**src/logic/fault_log_consts.svh**
```systemverilog
/*
  Constants of the fault status and history log: command codes, field
  layout, function codes of the general inputs and timing figures.
  Assumes it is included by bare name wherever a constant is needed.
*/
`ifndef FAULT_LOG_CONSTS_SVH
`define FAULT_LOG_CONSTS_SVH

// ==========================================================================
// Command bytes
`define CMD_LOG_READ     8'h11
`define CMD_LOG_CLEAR    8'h1B
`define CMD_NVM_STORE    8'h1C
`define CMD_NVM_RESTORE  8'h1D
`define CMD_SNAP_READ    8'h1E
`define CMD_LIVE_READ    8'h1F

// ==========================================================================
// Fault word layout: channel c low at 2c+1, high at 2c+2
`define FAULT_W          16
`define CH_N             6
`define LO_BASE_BIT      1
`define HI_BASE_BIT      2
`define RSV_MASK         16'hE001
`define FAULT_ZERO       16'h0000

// ==========================================================================
// General input function codes
`define FUNC_W           3
`define FUNC_MARGIN      3'h2
`define FUNC_UV_IGNORE   3'h3

// ==========================================================================
// Timing
`define CLK_PERIOD_NS    10
`define CLEAR_TIME_MS    10
`define NS_PER_MS        1000000
`define NVM_WR_CYCLES    16
`define NVM_RD_CYCLES    16
`define NVM_CNT_W        16

`endif

```
**src/logic/fault_log_pkg.sv**
```systemverilog
/*
  Types shared by the fault log and its nonvolatile store.
  Assumes fault_log_consts.svh is on the include path.
*/
`include "fault_log_consts.svh"

package fault_log_pkg;

  // One fault word
  typedef logic [`FAULT_W-1:0] fault_word_t;

  // Nonvolatile store sequencer, Gray along idle to write
  typedef enum logic [1:0] {
    NVM_IDLE  = 2'b00,
    NVM_WRITE = 2'b01,
    NVM_READ  = 2'b11
  } nvm_state_t;

endpackage : fault_log_pkg

```
**src/logic/fault_status_history_log.sv**
```systemverilog
/*
  Fault status and history log of a six-channel supervisor: live fault
  word, latched log with clear, one-shot nonvolatile snapshot, store and
  restore, alert. Commands come as decoded command bytes from the serial
  slave in front; comparator and pin inputs are asynchronous.
  // How it works
  // - Command 11h reads latched log, updated on faults
  // - Command 1Bh clears log, live word untouched
  // - Enabled manual reset clears log like 1Bh
  // - No acknowledge while clear is processing
  // - Log: channel pairs bits 1..12, rest reserved
  // - 1Ch stores, 1Dh and power-up restore
  // - First fault backs up log, then inhibited
  // - Snapshot uses log bit positions
  // - Command 1Fh reads live comparator word
  // - Margin or UV-ignore inputs suppress live bits
  // - Polarity 1 faults above, 0 below
  // - Margin masks all, UV-ignore masks UV only
  // - Log read or clear drops idle alert
  // - Commands ignored during nonvolatile transactions
*/
`timescale 1ns/10ps
`default_nettype none

module fault_status_history_log
  import fault_log_pkg::*;
#(
  parameter int CH_N        = `CH_N,
  parameter int CLEAR_CYCLES =
    `CLEAR_TIME_MS * `NS_PER_MS / `CLK_PERIOD_NS,
  parameter int NVM_WR_CYC  = `NVM_WR_CYCLES,
  parameter int NVM_RD_CYC  = `NVM_RD_CYCLES
) (
  // Clock and reset
  input  wire logic                clk_i,
  input  wire logic                sys_rst_i,
  // Decoded command bytes
  input  wire logic                cmd_valid_i,
  input  wire logic [7:0]          cmd_code_i,
  // Answers
  output logic                     cmd_ack_o,
  output logic                     cmd_nack_o,
  output logic                     rd_valid_o,
  output fault_word_t              rd_data_o,
  output logic                     alert_o,
  // Comparators, asynchronous: 1 means input above threshold
  input  wire logic [CH_N-1:0]     hi_above_thr_i,
  input  wire logic [CH_N-1:0]     lo_above_thr_i,
  // Configuration, same clock
  input  wire logic [CH_N-1:0]     high_comparator_polarity_i,
  input  wire logic [CH_N-1:0]     low_comparator_polarity_i,
  input  wire logic [`FUNC_W-1:0]  general_input_function_select_0_i,
  input  wire logic [`FUNC_W-1:0]  general_input_function_select_1_i,
  input  wire logic                manual_reset_log_clear_enable_i,
  // Pins, asynchronous, active low
  input  wire logic [1:0]          general_input_pin_n_i,
  input  wire logic                manual_reset_input_n_i
);

  // ========================================================================
  // Input synchronisers
  localparam int AN = 3 + 2 * CH_N;

  logic [AN-1:0] async_in;   // Raw asynchronous inputs
  logic [AN-1:0] s1_ff;      // First stage, read only by s2
  logic [AN-1:0] s2_ff;      // Second stage
  logic [AN-1:0] s3_ff;      // Third stage
  logic [AN-1:0] filt_ff;    // Accepted once s2 and s3 agree

  assign async_in = {manual_reset_input_n_i, general_input_pin_n_i,
                     hi_above_thr_i, lo_above_thr_i};

  // One three-stage chain per input bit
  for (genvar b = 0; b < AN; b++) begin : g_sync
    // Pins start at their released level so no false edge follows reset
    localparam logic IDLE = (b >= 2 * CH_N);
    always_ff @(posedge clk_i) begin
      if (sys_rst_i) begin
        s1_ff[b]   <= IDLE;
        s2_ff[b]   <= IDLE;
        s3_ff[b]   <= IDLE;
        filt_ff[b] <= IDLE;
      end else begin
        s1_ff[b] <= async_in[b];
        s2_ff[b] <= s1_ff[b];
        s3_ff[b] <= s2_ff[b];
        // Agreement filter drops single-cycle glitches
        if (s2_ff[b] == s3_ff[b]) begin
          filt_ff[b] <= s3_ff[b];
        end
      end
    end
  end

  logic [CH_N-1:0] hi_above;  // Filtered high comparator
  logic [CH_N-1:0] lo_above;  // Filtered low comparator
  logic [1:0]      gpi_on;    // General inputs asserted
  logic            mr_on;     // Manual reset asserted

  assign lo_above = filt_ff[CH_N-1:0];
  assign hi_above = filt_ff[2*CH_N-1:CH_N];
  assign gpi_on   = ~filt_ff[2*CH_N+1:2*CH_N];
  assign mr_on    = ~filt_ff[AN-1];

  // ========================================================================
  // Live fault word
  logic        margin_on;  // Trim mask active
  logic        uv_ign_on;  // Undervoltage mask active
  fault_word_t live_nxt;   // Masked comparator word
  fault_word_t live_ff;    // Live fault state

  // Either general input may carry either function
  assign margin_on =
    (gpi_on[0] && general_input_function_select_0_i == `FUNC_MARGIN) ||
    (gpi_on[1] && general_input_function_select_1_i == `FUNC_MARGIN);
  assign uv_ign_on =
    (gpi_on[0] && general_input_function_select_0_i == `FUNC_UV_IGNORE) ||
    (gpi_on[1] && general_input_function_select_1_i == `FUNC_UV_IGNORE);

  always_comb begin
    live_nxt = `FAULT_ZERO;
    for (int c = 0; c < CH_N; c++) begin
      // Polarity 1 is an overvoltage check, 0 an undervoltage one
      live_nxt[`LO_BASE_BIT + 2*c] =
        (low_comparator_polarity_i[c] ? lo_above[c] : !lo_above[c])
        && !margin_on && !(uv_ign_on && !low_comparator_polarity_i[c]);
      live_nxt[`HI_BASE_BIT + 2*c] =
        (high_comparator_polarity_i[c] ? hi_above[c] : !hi_above[c])
        && !margin_on && !(uv_ign_on && !high_comparator_polarity_i[c]);
    end
  end

  logic [2:0] warm_ff;  // Cycles since reset, saturates once the pipe is full

  // Pipe fill counter; comparators are not trusted before it saturates
  always_ff @(posedge clk_i) begin
    if (sys_rst_i) begin
      warm_ff <= 3'h0;
    end else if (warm_ff != 3'h4) begin
      warm_ff <= warm_ff + 3'h1;
    end
  end

  // Snapshot of comparators every cycle, reserved bits forced low;
  // held at zero while the pipe fills so reset values latch no fault
  always_ff @(posedge clk_i) begin
    if (sys_rst_i) begin
      live_ff <= `FAULT_ZERO;
    end else if (warm_ff != 3'h4) begin
      live_ff <= `FAULT_ZERO;
    end else begin
      live_ff <= live_nxt & ~`RSV_MASK;
    end
  end

  // ========================================================================
  // Command decode and busy window
  localparam int CW = $clog2(CLEAR_CYCLES + 1);

  logic          nvm_busy;     // Store or restore transaction running
  logic          rst_pend_ff;  // Power-up restore still owed
  logic          bk_pend_ff;   // Backup write still owed
  logic [CW-1:0] clr_cnt_ff;   // Cycles of clear processing left
  logic          busy;         // Any reason to refuse a known command
  logic          acc;          // Command taken this cycle
  logic          known;        // Command belongs to this block
  logic          acc_clr;      // Log clear taken
  logic          mr_prev_ff;   // Manual reset last cycle
  logic          mr_clr;       // Enabled manual reset edge
  logic          do_clear;     // Any log clear

  // Read-done cycle counts as busy: the snapshot lands one edge later
  assign busy    = (clr_cnt_ff != '0) || nvm_busy || rst_pend_ff
                   || bk_pend_ff || nvm_done;
  assign known   = cmd_code_i inside {`CMD_LOG_READ, `CMD_LOG_CLEAR,
                   `CMD_NVM_STORE, `CMD_NVM_RESTORE, `CMD_SNAP_READ,
                   `CMD_LIVE_READ};
  assign acc     = cmd_valid_i && !busy && known;
  assign acc_clr = acc && cmd_code_i == `CMD_LOG_CLEAR;
  assign mr_clr  = mr_on && !mr_prev_ff && manual_reset_log_clear_enable_i;
  assign do_clear = acc_clr || mr_clr;

  // Clear processing window; this block refuses commands meanwhile
  always_ff @(posedge clk_i) begin
    if (sys_rst_i) begin
      clr_cnt_ff <= '0;
      mr_prev_ff <= 1'b0;
    end else begin
      mr_prev_ff <= mr_on;
      if (acc_clr) begin
        clr_cnt_ff <= CW'(CLEAR_CYCLES);
      end else if (clr_cnt_ff != '0) begin
        clr_cnt_ff <= clr_cnt_ff - 1'b1;
      end
    end
  end

  // ========================================================================
  // Latched log; a fault in the clear cycle survives the clear
  fault_word_t log_ff;  // Latched fault log

  always_ff @(posedge clk_i) begin
    if (sys_rst_i) begin
      log_ff <= `FAULT_ZERO;
    end else begin
      log_ff <= (do_clear ? `FAULT_ZERO : log_ff) | live_ff;
    end
  end

  // ========================================================================
  // Nonvolatile backup, store and restore
  logic        first_flt;  // First fault since clear
  logic        inhib_ff;   // Later backups inhibited
  logic        nvm_wr;     // Write request
  logic        nvm_rd;     // Read request
  logic        nvm_done;   // Read finished
  fault_word_t nvm_word;   // Word read back
  fault_word_t snap_ff;    // Snapshot in operating memory

  assign first_flt = (log_ff == `FAULT_ZERO) && (live_ff != `FAULT_ZERO)
                     && !inhib_ff;
  assign nvm_rd = !nvm_busy && (rst_pend_ff ||
                  (acc && cmd_code_i == `CMD_NVM_RESTORE));
  assign nvm_wr = !nvm_busy && !rst_pend_ff && (bk_pend_ff ||
                  (acc && cmd_code_i == `CMD_NVM_STORE));

  // Backup arms once, re-armed only by a clear; set wins over clear
  always_ff @(posedge clk_i) begin
    if (sys_rst_i) begin
      inhib_ff    <= 1'b0;
      bk_pend_ff  <= 1'b0;
      rst_pend_ff <= 1'b1;
    end else begin
      inhib_ff    <= first_flt || (inhib_ff && !do_clear);
      bk_pend_ff  <= first_flt || (bk_pend_ff && !nvm_wr);
      rst_pend_ff <= rst_pend_ff && !nvm_rd;
    end
  end

  // Writes carry the latched log, so clear then store erases the copy
  fault_log_nvm #(
    .WR_CYCLES (NVM_WR_CYC),
    .RD_CYCLES (NVM_RD_CYC)
  ) u_nvm (
    .clk_i     (clk_i),
    .sys_rst_i (sys_rst_i),
    .wr_req_i  (nvm_wr),
    .wr_data_i (log_ff),
    .rd_req_i  (nvm_rd),
    .busy_o    (nvm_busy),
    .rd_done_o (nvm_done),
    .rd_data_o (nvm_word)
  );

  // Restored word lands in operating memory, same layout as the log
  always_ff @(posedge clk_i) begin
    if (sys_rst_i) begin
      snap_ff <= `FAULT_ZERO;
    end else if (nvm_done) begin
      snap_ff <= nvm_word & ~`RSV_MASK;
    end
  end

  // ========================================================================
  // Answers to the serial slave
  fault_word_t rd_sel;  // Word chosen by the command

  always_comb begin
    rd_sel = `FAULT_ZERO;
    unique case (cmd_code_i)
      `CMD_LOG_READ:  rd_sel = log_ff;
      `CMD_SNAP_READ: rd_sel = snap_ff;
      `CMD_LIVE_READ: rd_sel = live_ff;
      default:        rd_sel = `FAULT_ZERO;
    endcase
  end

  // One answer per command, one cycle after it
  always_ff @(posedge clk_i) begin
    if (sys_rst_i) begin
      cmd_ack_o  <= 1'b0;
      cmd_nack_o <= 1'b0;
      rd_valid_o <= 1'b0;
      rd_data_o  <= `FAULT_ZERO;
    end else begin
      cmd_ack_o  <= acc;
      cmd_nack_o <= cmd_valid_i && !acc;
      rd_valid_o <= acc && (rd_sel != `FAULT_ZERO || cmd_code_i inside
                    {`CMD_LOG_READ, `CMD_SNAP_READ, `CMD_LIVE_READ});
      if (acc) begin
        rd_data_o <= rd_sel & ~`RSV_MASK;
      end
    end
  end

  // Alert: new fault sets; log read or clear drops it unless faults persist
  logic alert_clr;  // Host has serviced the log

  assign alert_clr = do_clear || (acc && cmd_code_i == `CMD_LOG_READ);

  always_ff @(posedge clk_i) begin
    if (sys_rst_i) begin
      alert_o <= 1'b0;
    end else begin
      alert_o <= ((live_ff & ~log_ff) != `FAULT_ZERO)
                 || (alert_o && !(alert_clr && live_ff == `FAULT_ZERO));
    end
  end
endmodule : fault_status_history_log

`default_nettype wire

```
**src/logic/fault_log_nvm.sv**
```systemverilog
/*
  Nonvolatile backup word with timed write and read transactions.
  Assumes requests arrive only while busy_o is low.
*/
`timescale 1ns/10ps
`default_nettype none

module fault_log_nvm
  import fault_log_pkg::*;
#(
  parameter int WR_CYCLES = `NVM_WR_CYCLES,
  parameter int RD_CYCLES = `NVM_RD_CYCLES
) (
  // Clock and reset
  input  wire logic        clk_i,
  input  wire logic        sys_rst_i,
  // Requests
  input  wire logic        wr_req_i,
  input  wire fault_word_t wr_data_i,
  input  wire logic        rd_req_i,
  // Status and answer
  output logic             busy_o,
  output logic             rd_done_o,
  output fault_word_t      rd_data_o
);

  // ========================================================================
  // Storage and sequencer
  nvm_state_t               state_ff;  // Transaction in flight
  logic [`NVM_CNT_W-1:0]    cnt_ff;    // Cycles left in transaction
  fault_word_t              data_ff;   // Word waiting to be written
  fault_word_t              cell_ff;   // The nonvolatile cell itself
  logic                     done_ff;   // Read finished pulse
  logic                     last;      // Final cycle of transaction

  assign last      = (cnt_ff == `NVM_CNT_W'(0));
  assign busy_o    = (state_ff != NVM_IDLE);
  assign rd_done_o = done_ff;
  assign rd_data_o = cell_ff;

  // Sequencer; reset stands for the first power-up of an erased array
  always_ff @(posedge clk_i) begin
    if (sys_rst_i) begin
      state_ff <= NVM_IDLE;
      cnt_ff   <= '0;
      done_ff  <= 1'b0;
    end else begin
      done_ff <= 1'b0;
      unique case (state_ff)
        NVM_IDLE: begin
          if (rd_req_i) begin
            state_ff <= NVM_READ;
            cnt_ff   <= `NVM_CNT_W'(RD_CYCLES - 1);
          end else if (wr_req_i) begin
            state_ff <= NVM_WRITE;
            cnt_ff   <= `NVM_CNT_W'(WR_CYCLES - 1);
          end
        end
        NVM_WRITE, NVM_READ: begin
          cnt_ff <= cnt_ff - 1'b1;
          if (last) begin
            done_ff  <= (state_ff == NVM_READ);
            state_ff <= NVM_IDLE;
          end
        end
        default: state_ff <= NVM_IDLE;
      endcase
    end
  end

  // Pending data and the cell; the cell changes only at the end of a write
  always_ff @(posedge clk_i) begin
    if (sys_rst_i) begin
      data_ff <= `FAULT_ZERO;
      cell_ff <= `FAULT_ZERO;
    end else begin
      if (state_ff == NVM_IDLE && wr_req_i && !rd_req_i) begin
        data_ff <= wr_data_i & ~`RSV_MASK;
      end
      if (state_ff == NVM_WRITE && last) begin
        cell_ff <= data_ff;
      end
    end
  end

endmodule : fault_log_nvm

`default_nettype wire

```
**config.mk**
```make
export PLATFORM = sky130hd
export DESIGN_NAME = fault_status_history_log
export DESIGN_NICKNAME = d
export VERILOG_FILES = /design/src/logic/fault_log_pkg.sv /design/src/logic/fault_status_history_log.sv /design/src/logic/fault_log_nvm.sv
export VERILOG_INCLUDE_DIRS = /design/src /design/src/logic
export SDC_FILE = /design/constraint.sdc
export NUM_CORES = 1
export LEC_CHECK = 0
export ABC_AREA = 1
export BUFFER_PORTS_ARGS = -buffer_cell sky130_fd_sc_hd__buf_4
export CAP_MARGIN = 20
export CELL_PAD_IN_SITES_DETAIL_PLACEMENT = 2
export CELL_PAD_IN_SITES_GLOBAL_PLACEMENT = 2
export CORE_ASPECT_RATIO = 1.4
export CORE_MARGIN = 2
export CORE_UTILIZATION = 37
export DETAILED_ROUTE_END_ITERATION = 10
export PLACE_DENSITY_LB_ADDON = 0.1
export SLEW_MARGIN = 25
export SYNTH_ARGS = -nofsm -noshare
export SYNTH_HDL_FRONTEND = slang
export SYNTH_SLANG_ARGS = --single-unit
```
**constraint.sdc**
```tcl
create_clock -name clk_i -period 2.97 [get_ports clk_i]
set_input_delay 0.4455 -clock clk_i [delete_from_list [all_inputs] [get_ports clk_i]]
set_output_delay 0.4455 -clock clk_i [all_outputs]
set_load 0.05 [all_outputs]
```
==> results of run 1 <==
==> area by class of cell <==
type / instances / area [µm²] / share of cell area (%)
clock buffer: 17 / 425 / 4.95
clock inverter: 15 / 155 / 1.80
inverter: 131 / 492 / 5.72
multi-input combinational: 602 / 3010 / 35.0
sequential: 182 / 3640 / 42.4
tap: 252 / 315 / 3.67
timing repair buffer: 74 / 556 / 6.46
==> worst register-to-register path, stage by stage (launching register included) <==
cell and delay, ns:
dfxtp_1 0.33, inv_1 0.10, ha_1 0.16, inv_1 0.05, nor2_1 0.13, nand2_1 0.11
nor2_4 0.11, nand3_4 0.12, nor2_4 0.15, nand3_1 0.12, nand2_1 0.13, nand2_2 0.10
buf_4 0.24, o21ai_0 0.25, a21oi_1 0.06
==> report_power, final <==
group	internal, mW	switching, mW
logic	0.754	1.42
clock network	1.13	1.13
registers	2.77	0.260
==> sequential cells by signal (all words and copies together) (netlist names), 2 cells and up <==
| register | count |
|---|---|
| u_nvm.rd_data_o | 12 |
| rd_data_o | 12 |
| log_ff | 12 |
| warm_ff | 3 |
| snap_ff | 12 |
| u_nvm.data_ff | 12 |
| s3_ff | 15 |
| s2_ff | 15 |
| u_nvm.state_ff | 2 |
| s1_ff | 15 |
| clr_cnt_ff | 20 |
| filt_ff | 15 |
| u_nvm.cnt_ff | 16 |
| live_ff | 12 |
==> logic make-up (layout without fill, tap and decap cells) <==
group	after synthesis	in the layout
simple gates	358	358
xor+xnor	9	9
flops	182	182
other cells	1	4
fa+ha+maj	6	6
compound gates	225	225
buf+inv	174	237
==> metrics by stage <==
| step | worst slack [ns] | instances |
|---|---|---|
| floorplan | 1.18 | 958 |
| CTS | 0.670 | 1273 |
| finish | 0.707 | 1273 |
| global placement | 0.778 | 1241 |
| detailed placement | 0.594 | 1241 |
| global route | 0.430 | 1273 |
==> metal layers <==
layer | track usage (%) | part of all wire (%) | up-vias | wire, µm
met5 | 0 | 0 | - | 0
met3 | 4.03 | 2.5 | 18 | 516
met4 | 6.42 | 1.3 | 0 | 278
met2 | 39.3 | 54 | 76 | 11400
met1 | 23.7 | 42 | 3186 | 8750
li1 | - | - | 3188 | -
==> worst paths after layout <==
path	slack, ns	endpoint	cells past startpoint	startpoint
worst max-delay path	0.71	u_nvm.data_ff[2]	14	clr_cnt_ff[0]
worst min-delay path	0.18	s1_ff[13]	2	general_input_pin_n_i[1]
worst max register to register	0.71	u_nvm.data_ff[2]	14	clr_cnt_ff[0]
worst min register to register	0.41	s2_ff[0]	2	s1_ff[0]
==> synth_stat cells, drive strengths merged <==
library cell    n
nor3b           2
nor3           14
ha              5
a211oi          3
conb            1
a221oi          4
nand4          14
a31oi           2
nand3b          2
nand2         111
xor2            5
clkinv          1
o21bai          1
buf            16
maj3            1
o221ai          1
a22oi           1
a41oi           1
and2            1
or2            11
or3b            1
dfxtp         182
a21boi          1
o22ai           6
xnor2           4
nor4            8
nor2          154
and3            1
o211ai          2
nand3          39
o21ai          98
inv           130
clkbuf         27
a21oi         105
==> impl_metrics.csv, run 1 <==
group,metric,value,unit
run_status,status,"finished clean",
routing,ant_nets,0,
layout,final_common_cell,"dfxtp_1",
sta,slew_violations,0,
worst_setup_path,cp_data_required_time,3.30,ns
synth,synth_xor_area_share,1.07,%
routing,drt_first_iter_violations,234,
synth,seq_area_frac_synth,49.5,%
worst_setup_path,cp_slowest_stage_delay,0.33,ns
layout,nets,1058,
floorplan,chipHeight,171,µm
floorplan,ios,65,
global_routing,grt_first_pass_wirelength,34800,µm
global_routing,grt_max_degree,48,
synth,yosysUniqueCellTypes,49,
clock_tree,cts.hold.buffers_added,0,
synth,synth.avg_cell_area,7.70,µm²
hold_path,min_path_type,"primary input to flip-flop",
worst_setup_path,worstSetupPathType,"flip-flop to flip-flop",
synth,synth_top_family_by_area,"simple AND/OR/NAND/NOR gates",
sta,finClkSkew,0.0141,ns
sta,slew_headroom,63.3,%
sta,hold_violations,0,
sta,setup_tns,0,ns
routing,drc_errors,0,
routing,wl_per_cell,16.5,µm
layout,final_cell_mix,"dfxtp_1, nor2_1, inv_1",
clock_tree,cts_setup_buffers,0,
clock_tree,post_cts_resized,0,
worst_setup_path,end_kind,"flip-flop",
layout,nFillCells,2273,
worst_setup_path,critPathBufInv,3,
floorplan,num_rows,61,
synth,yosysWarningCount,0,
sta,tightest_slew,0.549,ns
worst_setup_path,critPathLaunchType,"flip-flop",
clock_tree,ctsLongestPathBuffers,2,
sta,period_minus_slack,2.26,ns
floorplan,die_w,123,µm
routing,via_per_inst,5.08,
clock_tree,cts_tree,"built",
sta,fin_hold_ws,0.183,ns
pwr,leakagePower,3.64,nW
place,dp.final_hpwl,15000,µm
place,port_buffers,60,
worst_setup_path,arrival,2.59,ns
clock_tree,clkLatencyLatePin,0.45,ns
synth,synth_area,7360,µm²
layout,fin_area,8600,µm²
synth,syn_inst,955,
pwr,power.total,7.46,mW
synth,synth-seq-cells,182,
synth,yosysTopAreaCell,"dfxtp_1",
floorplan,coreArea,19700,µm²
place,dpl_cell_area,8020,µm²
routing,finalWirelength,21000,µm
global_routing,track_usage,21.1,%
synth,synthMuxAreaShare,0,%
routing,via_count,6468,
synth,synth_compound_gate_area_share,16.5,%
worst_setup_path,slowest_stage,"dfxtp_1",
layout,area_growth_syn_to_layout,16.9,%
pwr,vdd_drop_max,0.364,mV
sta,fmaxAchievable,442,MHz
sta,fin_crit_sh,76.2,%
layout,final_util,43.7,%
synth,synth_top_area_share,49.5,%
global_routing,grt.overflow.total,0,
synth,synth-simple-area-share,22.1,%
clock_tree,htree_levels,4,
pwr,powerDensity,868,nW/µm²
flow_run,cap_viol_max_count,0,
clock_tree,cts_buffers,17,
worst_setup_path,path_delay_family,"simple AND/OR/NAND/NOR gates",
routing,drtPass1Iterations,4,
sta,setup_viol,0,
synth,synth_area_leaders,"dfxtp_1, nor2_1, a21oi_1",
sta,rsz0062_at_grt,"no",
global_routing,grt_pass1_vias,6901,
worst_setup_path,worstPathMaxFanout,25,
place,gp_congestion,0.770,
clock_tree,cts.sinks,182,
synth,synthAdderAreaFrac,0.987,%
floorplan,initial_core_util,37.4,%
worst_setup_path,crit_path_cell_trace,"inv_1 > ha_1 > inv_1 > nor2_1 > nand2_1 > nor2_4 > nand3_4 > nor2_4 > nand3_1 > nand2_1 > nand2_2 > buf_4 > o21ai_0 > a21oi_1",
floorplan,die_area,21000,µm²
layout,layout-drive-gt1-share,15.2,%
global_routing,antenna_found_initial,0,
clock_tree,clockRootBuffer,"clkbuf_16",
clock_tree,clk_pin_slew_worst_paths,0.07,ns
layout,insertedDiodeCount,0,
Note: power is estimated with default switching activity, not from simulation.
==> run 2: changes to the inputs <==
--- a/config.mk
+++ b/config.mk
@@ -13,7 +13,7 @@
 export CELL_PAD_IN_SITES_GLOBAL_PLACEMENT = 2
 export CORE_ASPECT_RATIO = 1.4
 export CORE_MARGIN = 2
-export CORE_UTILIZATION = 37
+export CORE_UTILIZATION = 35
 export DETAILED_ROUTE_END_ITERATION = 10
 export PLACE_DENSITY_LB_ADDON = 0.1
 export SLEW_MARGIN = 25
==> constraint.sdc (replaced) <==
create_clock -name clk_i -period 2.2 [get_ports clk_i]
set_input_delay 0.33 -clock clk_i [delete_from_list [all_inputs] [get_ports clk_i]]
set_output_delay 0.33 -clock clk_i [all_outputs]
set_load 0.05 [all_outputs]
==> run 2 against run 1 <==
Net effect: clock power increased by 38%; non-clock buffer count rose by 12; worst hold slack worse by 0.11 ns; count of clock-buffer cells in the layout is 3 higher; wire length increased by 2.4%; clock skew down 0.0045 ns; cell count grew 1.3%; first-iteration DRC count fell by 22%.
==> impl_metrics.csv, run 2 (synthesis results as in run 1) <==
group,metric,value,unit
global_routing,grt_pass1_vias,7189,
layout,largest_register_ffs,20,
sta,finClkSkew,0.00958,ns
clock_tree,clkLatencyLatePin,0.43,ns
layout,largestRegisters,"clr_cnt_ff x20, u_nvm.cnt_ff x16",
pwr,internal-power,6.60,mW
worst_setup_path,worstPathMaxFanout,13,
hold_path,whs_path_depth,2,
pwr,powerDensity,1170,nW/µm²
worst_setup_path,reg2reg_from,"clr_cnt_ff[0]",
routing,via_count,6491,
clock_tree,clockRootBuffer,"clkbuf_16",
place,port_buffers,60,
sta,fmaxAchievable,499,MHz
pwr,comb_power_share,30.1,%
routing,drc_errors,0,
layout,final_common_cell,"dfxtp_1",
clock_tree,cts.sinks,182,
pwr,vdd_drop_max,0.471,mV
worst_setup_path,worst-path-stages,14,
hold_path,worstHoldStart,"general_input_pin_n_i[1]",
global_routing,grt_first_pass_wirelength,35900,µm
pwr,p_seq_share,39.7,%
clock_tree,cts.hold.buffers_added,0,
pwr,swShare,35.9,%
routing,wl_per_cell,16.7,µm
pwr,leakagePower,3.75,nW
layout,multi_input_area,3050,µm²
worst_setup_path,worstSetupPathType,"flip-flop to flip-flop",
routing,ant_nets,0,
layout,final_util,42.7,%
clock_tree,cts_tree,"built",
layout,fin_area,8790,µm²
run_status,status,"finished clean",
layout,final_cell_mix,"dfxtp_1, nor2_1, inv_1",
flow_run,cap_viol_max_count,0,
worst_setup_path,cp_slowest_stage_delay,0.33,ns
worst_setup_path,slowest_stage,"dfxtp_1",
worst_setup_path,crit_path_cell_trace,"inv_1 > ha_1 > inv_1 > nor2_2 > nand2_1 > nor2_4 > nand3_4 > nor2_4 > nand3_2 > nand2_2 > nand2_4 > buf_12 > o21ai_1 > a21oi_1",
sta,period_minus_slack,2.01,ns
worst_setup_path,critPathLaunchType,"flip-flop",
floorplan,die_w,127,µm
layout,regMostFlops,"clr_cnt_ff",
routing,finalWirelength,21500,µm
routing,drtPass1Iterations,4,
floorplan,die_area,22200,µm²
routing,via_per_inst,5.04,
worst_setup_path,r2r_setup_slack,0.19,ns
floorplan,num_rows,62,
sta,setup_tns,0,ns
floorplan,initial_core_util,35.8,%
clock_tree,cts_buffers,17,
worst_setup_path,cp_data_required_time,2.53,ns
worst_setup_path,reg2reg_depth,14,
hold_path,min_path_type,"primary input to flip-flop",
clock_tree,ctsLongestPathBuffers,2,
global_routing,grt_max_degree,44,
place,dpl_cell_area,8100,µm²
sta,slew_violations,0,
global_routing,grt.overflow.total,0,
place,dp.final_hpwl,14900,µm
layout,insertedDiodeCount,0,
routing,drt_first_iter_violations,182,
pwr,switching_power,3.70,mW
pwr,pwr-share-clk,30.2,%
worst_setup_path,worstReg2RegEnd,"u_nvm.data_ff[5]",
sta,fin_crit_sh,91.2,%
floorplan,chipHeight,176,µm
clock_tree,htree_levels,4,
worst_setup_path,critPathBufInv,3,
layout,area_growth_syn_to_layout,19.4,%
worst_setup_path,path_delay_family,"simple AND/OR/NAND/NOR gates",
worst_setup_path,arrival,2.33,ns
global_routing,track_usage,20.1,%
layout,nets,1070,
hold_path,min_to,"s1_ff[13]",
floorplan,ios,65,
clock_tree,clk_pin_slew_worst_paths,0.07,ns
layout,layout-drive-gt1-share,16.8,%
global_routing,antenna_found_initial,0,
sta,slew_headroom,65.8,%
sta,setup_viol,0,
floorplan,coreArea,20600,µm²
sta,tightest_slew,0.512,ns
layout,final-seq-area,3640,µm²
sta,hold_violations,0,
worst_setup_path,end_kind,"flip-flop",
layout,nFillCells,2402,
place,gp_congestion,0.801,
run 2: power by group through the flow:
stage          clock network (mW)  logic [mW]  registers (mW)
2_1_floorplan                   0        2.23            4.08
3_3_place_gp                    0        2.95            4.15
3_5_place_dp                    0        3.04            4.16
4_1_cts                      3.20        3.09            4.10
5_1_grt                      3.33        3.59            4.15
6_report                     3.11        3.10            4.09
run 2: routing by layer:
metal  part of all wire (%)  GRT usage, %  up-vias
li1                       -             -     3201
met1                     43          23.0     3198
met2                     54          37.8       70
met3                    2.1          3.44       22
met4                    1.4          5.54        0
met5                      0             0        -
run 2: worst max path at each step:
stage / from / end
5_1_grt: clr_cnt_ff[0] / u_nvm.cnt_ff[3]
4_1_cts: clr_cnt_ff[0] / log_ff[10]
3_5_place_dp: clr_cnt_ff[0] / u_nvm.data_ff[12]
2_1_floorplan: clr_cnt_ff[0] / u_nvm.data_ff[10]
3_3_place_gp: clr_cnt_ff[0] / clr_cnt_ff[10]
6_report: clr_cnt_ff[0] / u_nvm.data_ff[5]
run 2: through the flow:
stage / hold slack [ns] / worst slack [ns] / total power [mW] / std cells
floorplan: 0.388 / 0.413 / 6.31 / 958
finish: 0.0780 / 0.194 / 10.3 / 1289
detailed placement: 0.400 / 0.0921 / 7.20 / 1254
global placement: 0.389 / 0.178 / 7.10 / 1254
CTS: 0.0571 / 0.0628 / 10.4 / 1286
global route: 0.0623 / -0.00616 / 11.1 / 1289
run 2: cell type report:
type,instances,area share [%]
flip-flops and latches,182,41.5
clock inverters,12,1.62
clock buffers,20,5.20
multi-input cells,602,34.7
well taps,256,3.65
inverters,131,5.60
repair buffers,86,7.73
run 2: what timing repair did:
item / CTS / global route
setup buffers: 0 / 1
setup endpoints to repair: 0 / 62
hold endpoints to repair: 0 / 0
resized for setup: 0 / 20
==> run 3: changes to the inputs <==
--- a/config.mk
+++ b/config.mk
@@ -9,11 +9,11 @@
 export ABC_AREA = 1
 export BUFFER_PORTS_ARGS = -buffer_cell sky130_fd_sc_hd__buf_4
 export CAP_MARGIN = 20
-export CELL_PAD_IN_SITES_DETAIL_PLACEMENT = 2
-export CELL_PAD_IN_SITES_GLOBAL_PLACEMENT = 2
+export CELL_PAD_IN_SITES_DETAIL_PLACEMENT = 0
+export CELL_PAD_IN_SITES_GLOBAL_PLACEMENT = 1
 export CORE_ASPECT_RATIO = 1.4
 export CORE_MARGIN = 2
-export CORE_UTILIZATION = 35
+export CORE_UTILIZATION = 41
 export DETAILED_ROUTE_END_ITERATION = 10
 export PLACE_DENSITY_LB_ADDON = 0.1
 export SLEW_MARGIN = 25
==> run 3 against run 2 <==
Net effect: sequential share of layout area up 0.35 points; critical path type unchanged; combinational power decreased by 8.1%; sequential power about the same; global-route usage fell by 1.4 points; via count is 6.3% lower; clock power increased by 2%.
==> impl_metrics.csv, run 3 (synthesis results as in run 1) <==
group,metric,value,unit
floorplan,ios,65,
sta,period_minus_slack,1.99,ns
routing,drc_errors,0,
routing,via_per_inst,4.81,
flow_run,cap_viol_max_count,0,
pwr,switching_power,3.58,mW
pwr,swShare,35.4,%
routing,finalWirelength,16900,µm
floorplan,initial_core_util,41.4,%
pwr,p_seq_share,40.3,%
worst_setup_path,arrival,2.31,ns
layout,fin_area,8710,µm²
place,gp_congestion,0.794,
worst_setup_path,critPathLaunchType,"flip-flop",
layout,final_cell_mix,"dfxtp_1, nor2_1, inv_1",
layout,nets,1061,
clock_tree,cts.hold.buffers_added,0,
pwr,internal-power,6.53,mW
worst_setup_path,worstPathMaxFanout,25,
routing,ant_nets,0,
sta,finClkSkew,0.0112,ns
floorplan,coreArea,17800,µm²
worst_setup_path,worstSetupPathType,"flip-flop to flip-flop",
global_routing,grt_max_degree,41,
global_routing,antenna_found_initial,0,
clock_tree,post_cts_resized,0,
hold_path,min_path_type,"primary input to flip-flop",
sta,slew_violations,0,
place,place_inst,1232,
layout,largestRegisters,"clr_cnt_ff x20, u_nvm.cnt_ff x16",
routing,via_count,6085,
clock_tree,cts.sinks,182,
worst_setup_path,cp_slowest_stage_delay,0.33,ns
sta,slew_headroom,58.0,%
sta,hold_violations,0,
sta,tightest_slew,0.631,ns
layout,stdcell_count,1264,
global_routing,grt_first_pass_wirelength,27900,µm
layout,insertedDiodeCount,0,
clock_tree,cts_buffers,17,
sta,fmaxAchievable,503,MHz
sta,fin_hold_ws,0.0766,ns
pwr,power.total,10.1,mW
sta,setup_viol,0,
run_status,status,"finished clean",
sta,fin_crit_sh,90.4,%
place,port_buffers,60,
floorplan,chipHeight,162,µm
global_routing,track_usage,18.7,%
sta,rsz0062_at_grt,"no",
sta,layout_setup_ws,0.210,ns
clock_tree,clk_pin_slew_worst_paths,0.07,ns
clock_tree,htree_levels,4,
clock_tree,cts_setup_buffers,0,
floorplan,die_area,19000,µm²
routing,drtPass1Iterations,6,
layout,regMostFlops,"clr_cnt_ff",
worst_setup_path,crit_path_cell_trace,"inv_1 > ha_1 > inv_1 > nor2_2 > nand2_1 > nor2_4 > nand3_4 > nor2_4 > nand3_1 > nand2_1 > nand2_2 > buf_12 > o21ai_0 > a21oi_1",
clock_tree,ctsLongestPathBuffers,2,
clock_tree,clockRootBuffer,"clkbuf_16",
place,dpl_cell_area,8070,µm²
layout,area_growth_syn_to_layout,18.4,%
place,dp.final_hpwl,11900,µm
routing,wl_per_cell,13.4,µm
floorplan,num_rows,58,
pwr,powerDensity,1160,nW/µm²
pwr,pwr-share-clk,31.5,%
pwr,leakagePower,3.70,nW
clock_tree,cts_tree,"built",
pwr,comb_power_share,28.2,%
routing,drt_first_iter_violations,277,
layout,final_util,49.0,%
global_routing,grt.overflow.total,0,
layout,final_common_cell,"dfxtp_1",
worst_setup_path,cp_data_required_time,2.52,ns
place,place_ws,0.117,ns
worst_setup_path,end_kind,"flip-flop",
global_routing,grt_pass1_vias,5612,
worst_setup_path,slowest_stage,"dfxtp_1",
layout,layout-drive-gt1-share,15.9,%
clock_tree,clkLatencyLatePin,0.43,ns
pwr,vdd_drop_max,0.593,mV
floorplan,die_w,117,µm
layout,largest_register_ffs,20,
sta,setup_tns,0,ns
==> run 3: cell types whose count changed in the layout (fill, tap and decap cells not counted), sizes merged <==
| cell | change |
|---|---|
| inv | +4 |
| buf | -8 |
| clkbuf | -4 |
| clkinv | -1 |
==> run 3: routing by layer <==
layer / global-route usage [%] / share of wire [%] / routed length (µm)
met5: 0 / 0 / 0
met4: 5.56 / 1.4 / 242
met3: 4.28 / 4.0 / 675
met2: 31.5 / 50 / 8410
met1: 23.6 / 45 / 7610
==> run 3: critical path, delay by kind of cell (launching register included) <==
kind | cells | cell delay [ns]
compound gates | 2 | 0.21
fa+ha+maj | 1 | 0.14
buf+inv | 3 | 0.32
flops | 1 | 0.33
simple gates | 8 | 0.87
==> run 3: path summary, 6_finish.rpt <==
check	from	end	slack, ns	cells after the start
hold reg to reg	s1_ff[7]	s2_ff[7]	0.40	2
setup reg to reg	clr_cnt_ff[1]	u_nvm.data_ff[1]	0.21	14
hold / removal	general_input_pin_n_i[1]	s1_ff[13]	0.08	2
setup / recovery	clr_cnt_ff[1]	u_nvm.data_ff[1]	0.21	14
==> run 3: power groups by stage <==
stage	registers, mW	clock network (mW)	logic, mW
finish	4.08	3.18	2.85
global route	4.14	3.41	3.25
CTS	4.07	3.27	2.87
floorplan	4.08	0	2.23
global placement	4.15	0	2.87
detailed placement	4.15	0	2.86
==> run 3: final cells by class <==
| type | count | area (µm²) |
|---|---|---|
| fillers | 1815 | 9070 |
| flip-flops and latches | 182 | 3640 |
| multi-input cells | 602 | 3030 |
| repair buffers | 77 | 616 |
| inverters | 131 | 492 |
| clock buffers | 17 | 425 |
| well taps | 240 | 300 |
| clock inverters | 15 | 208 |
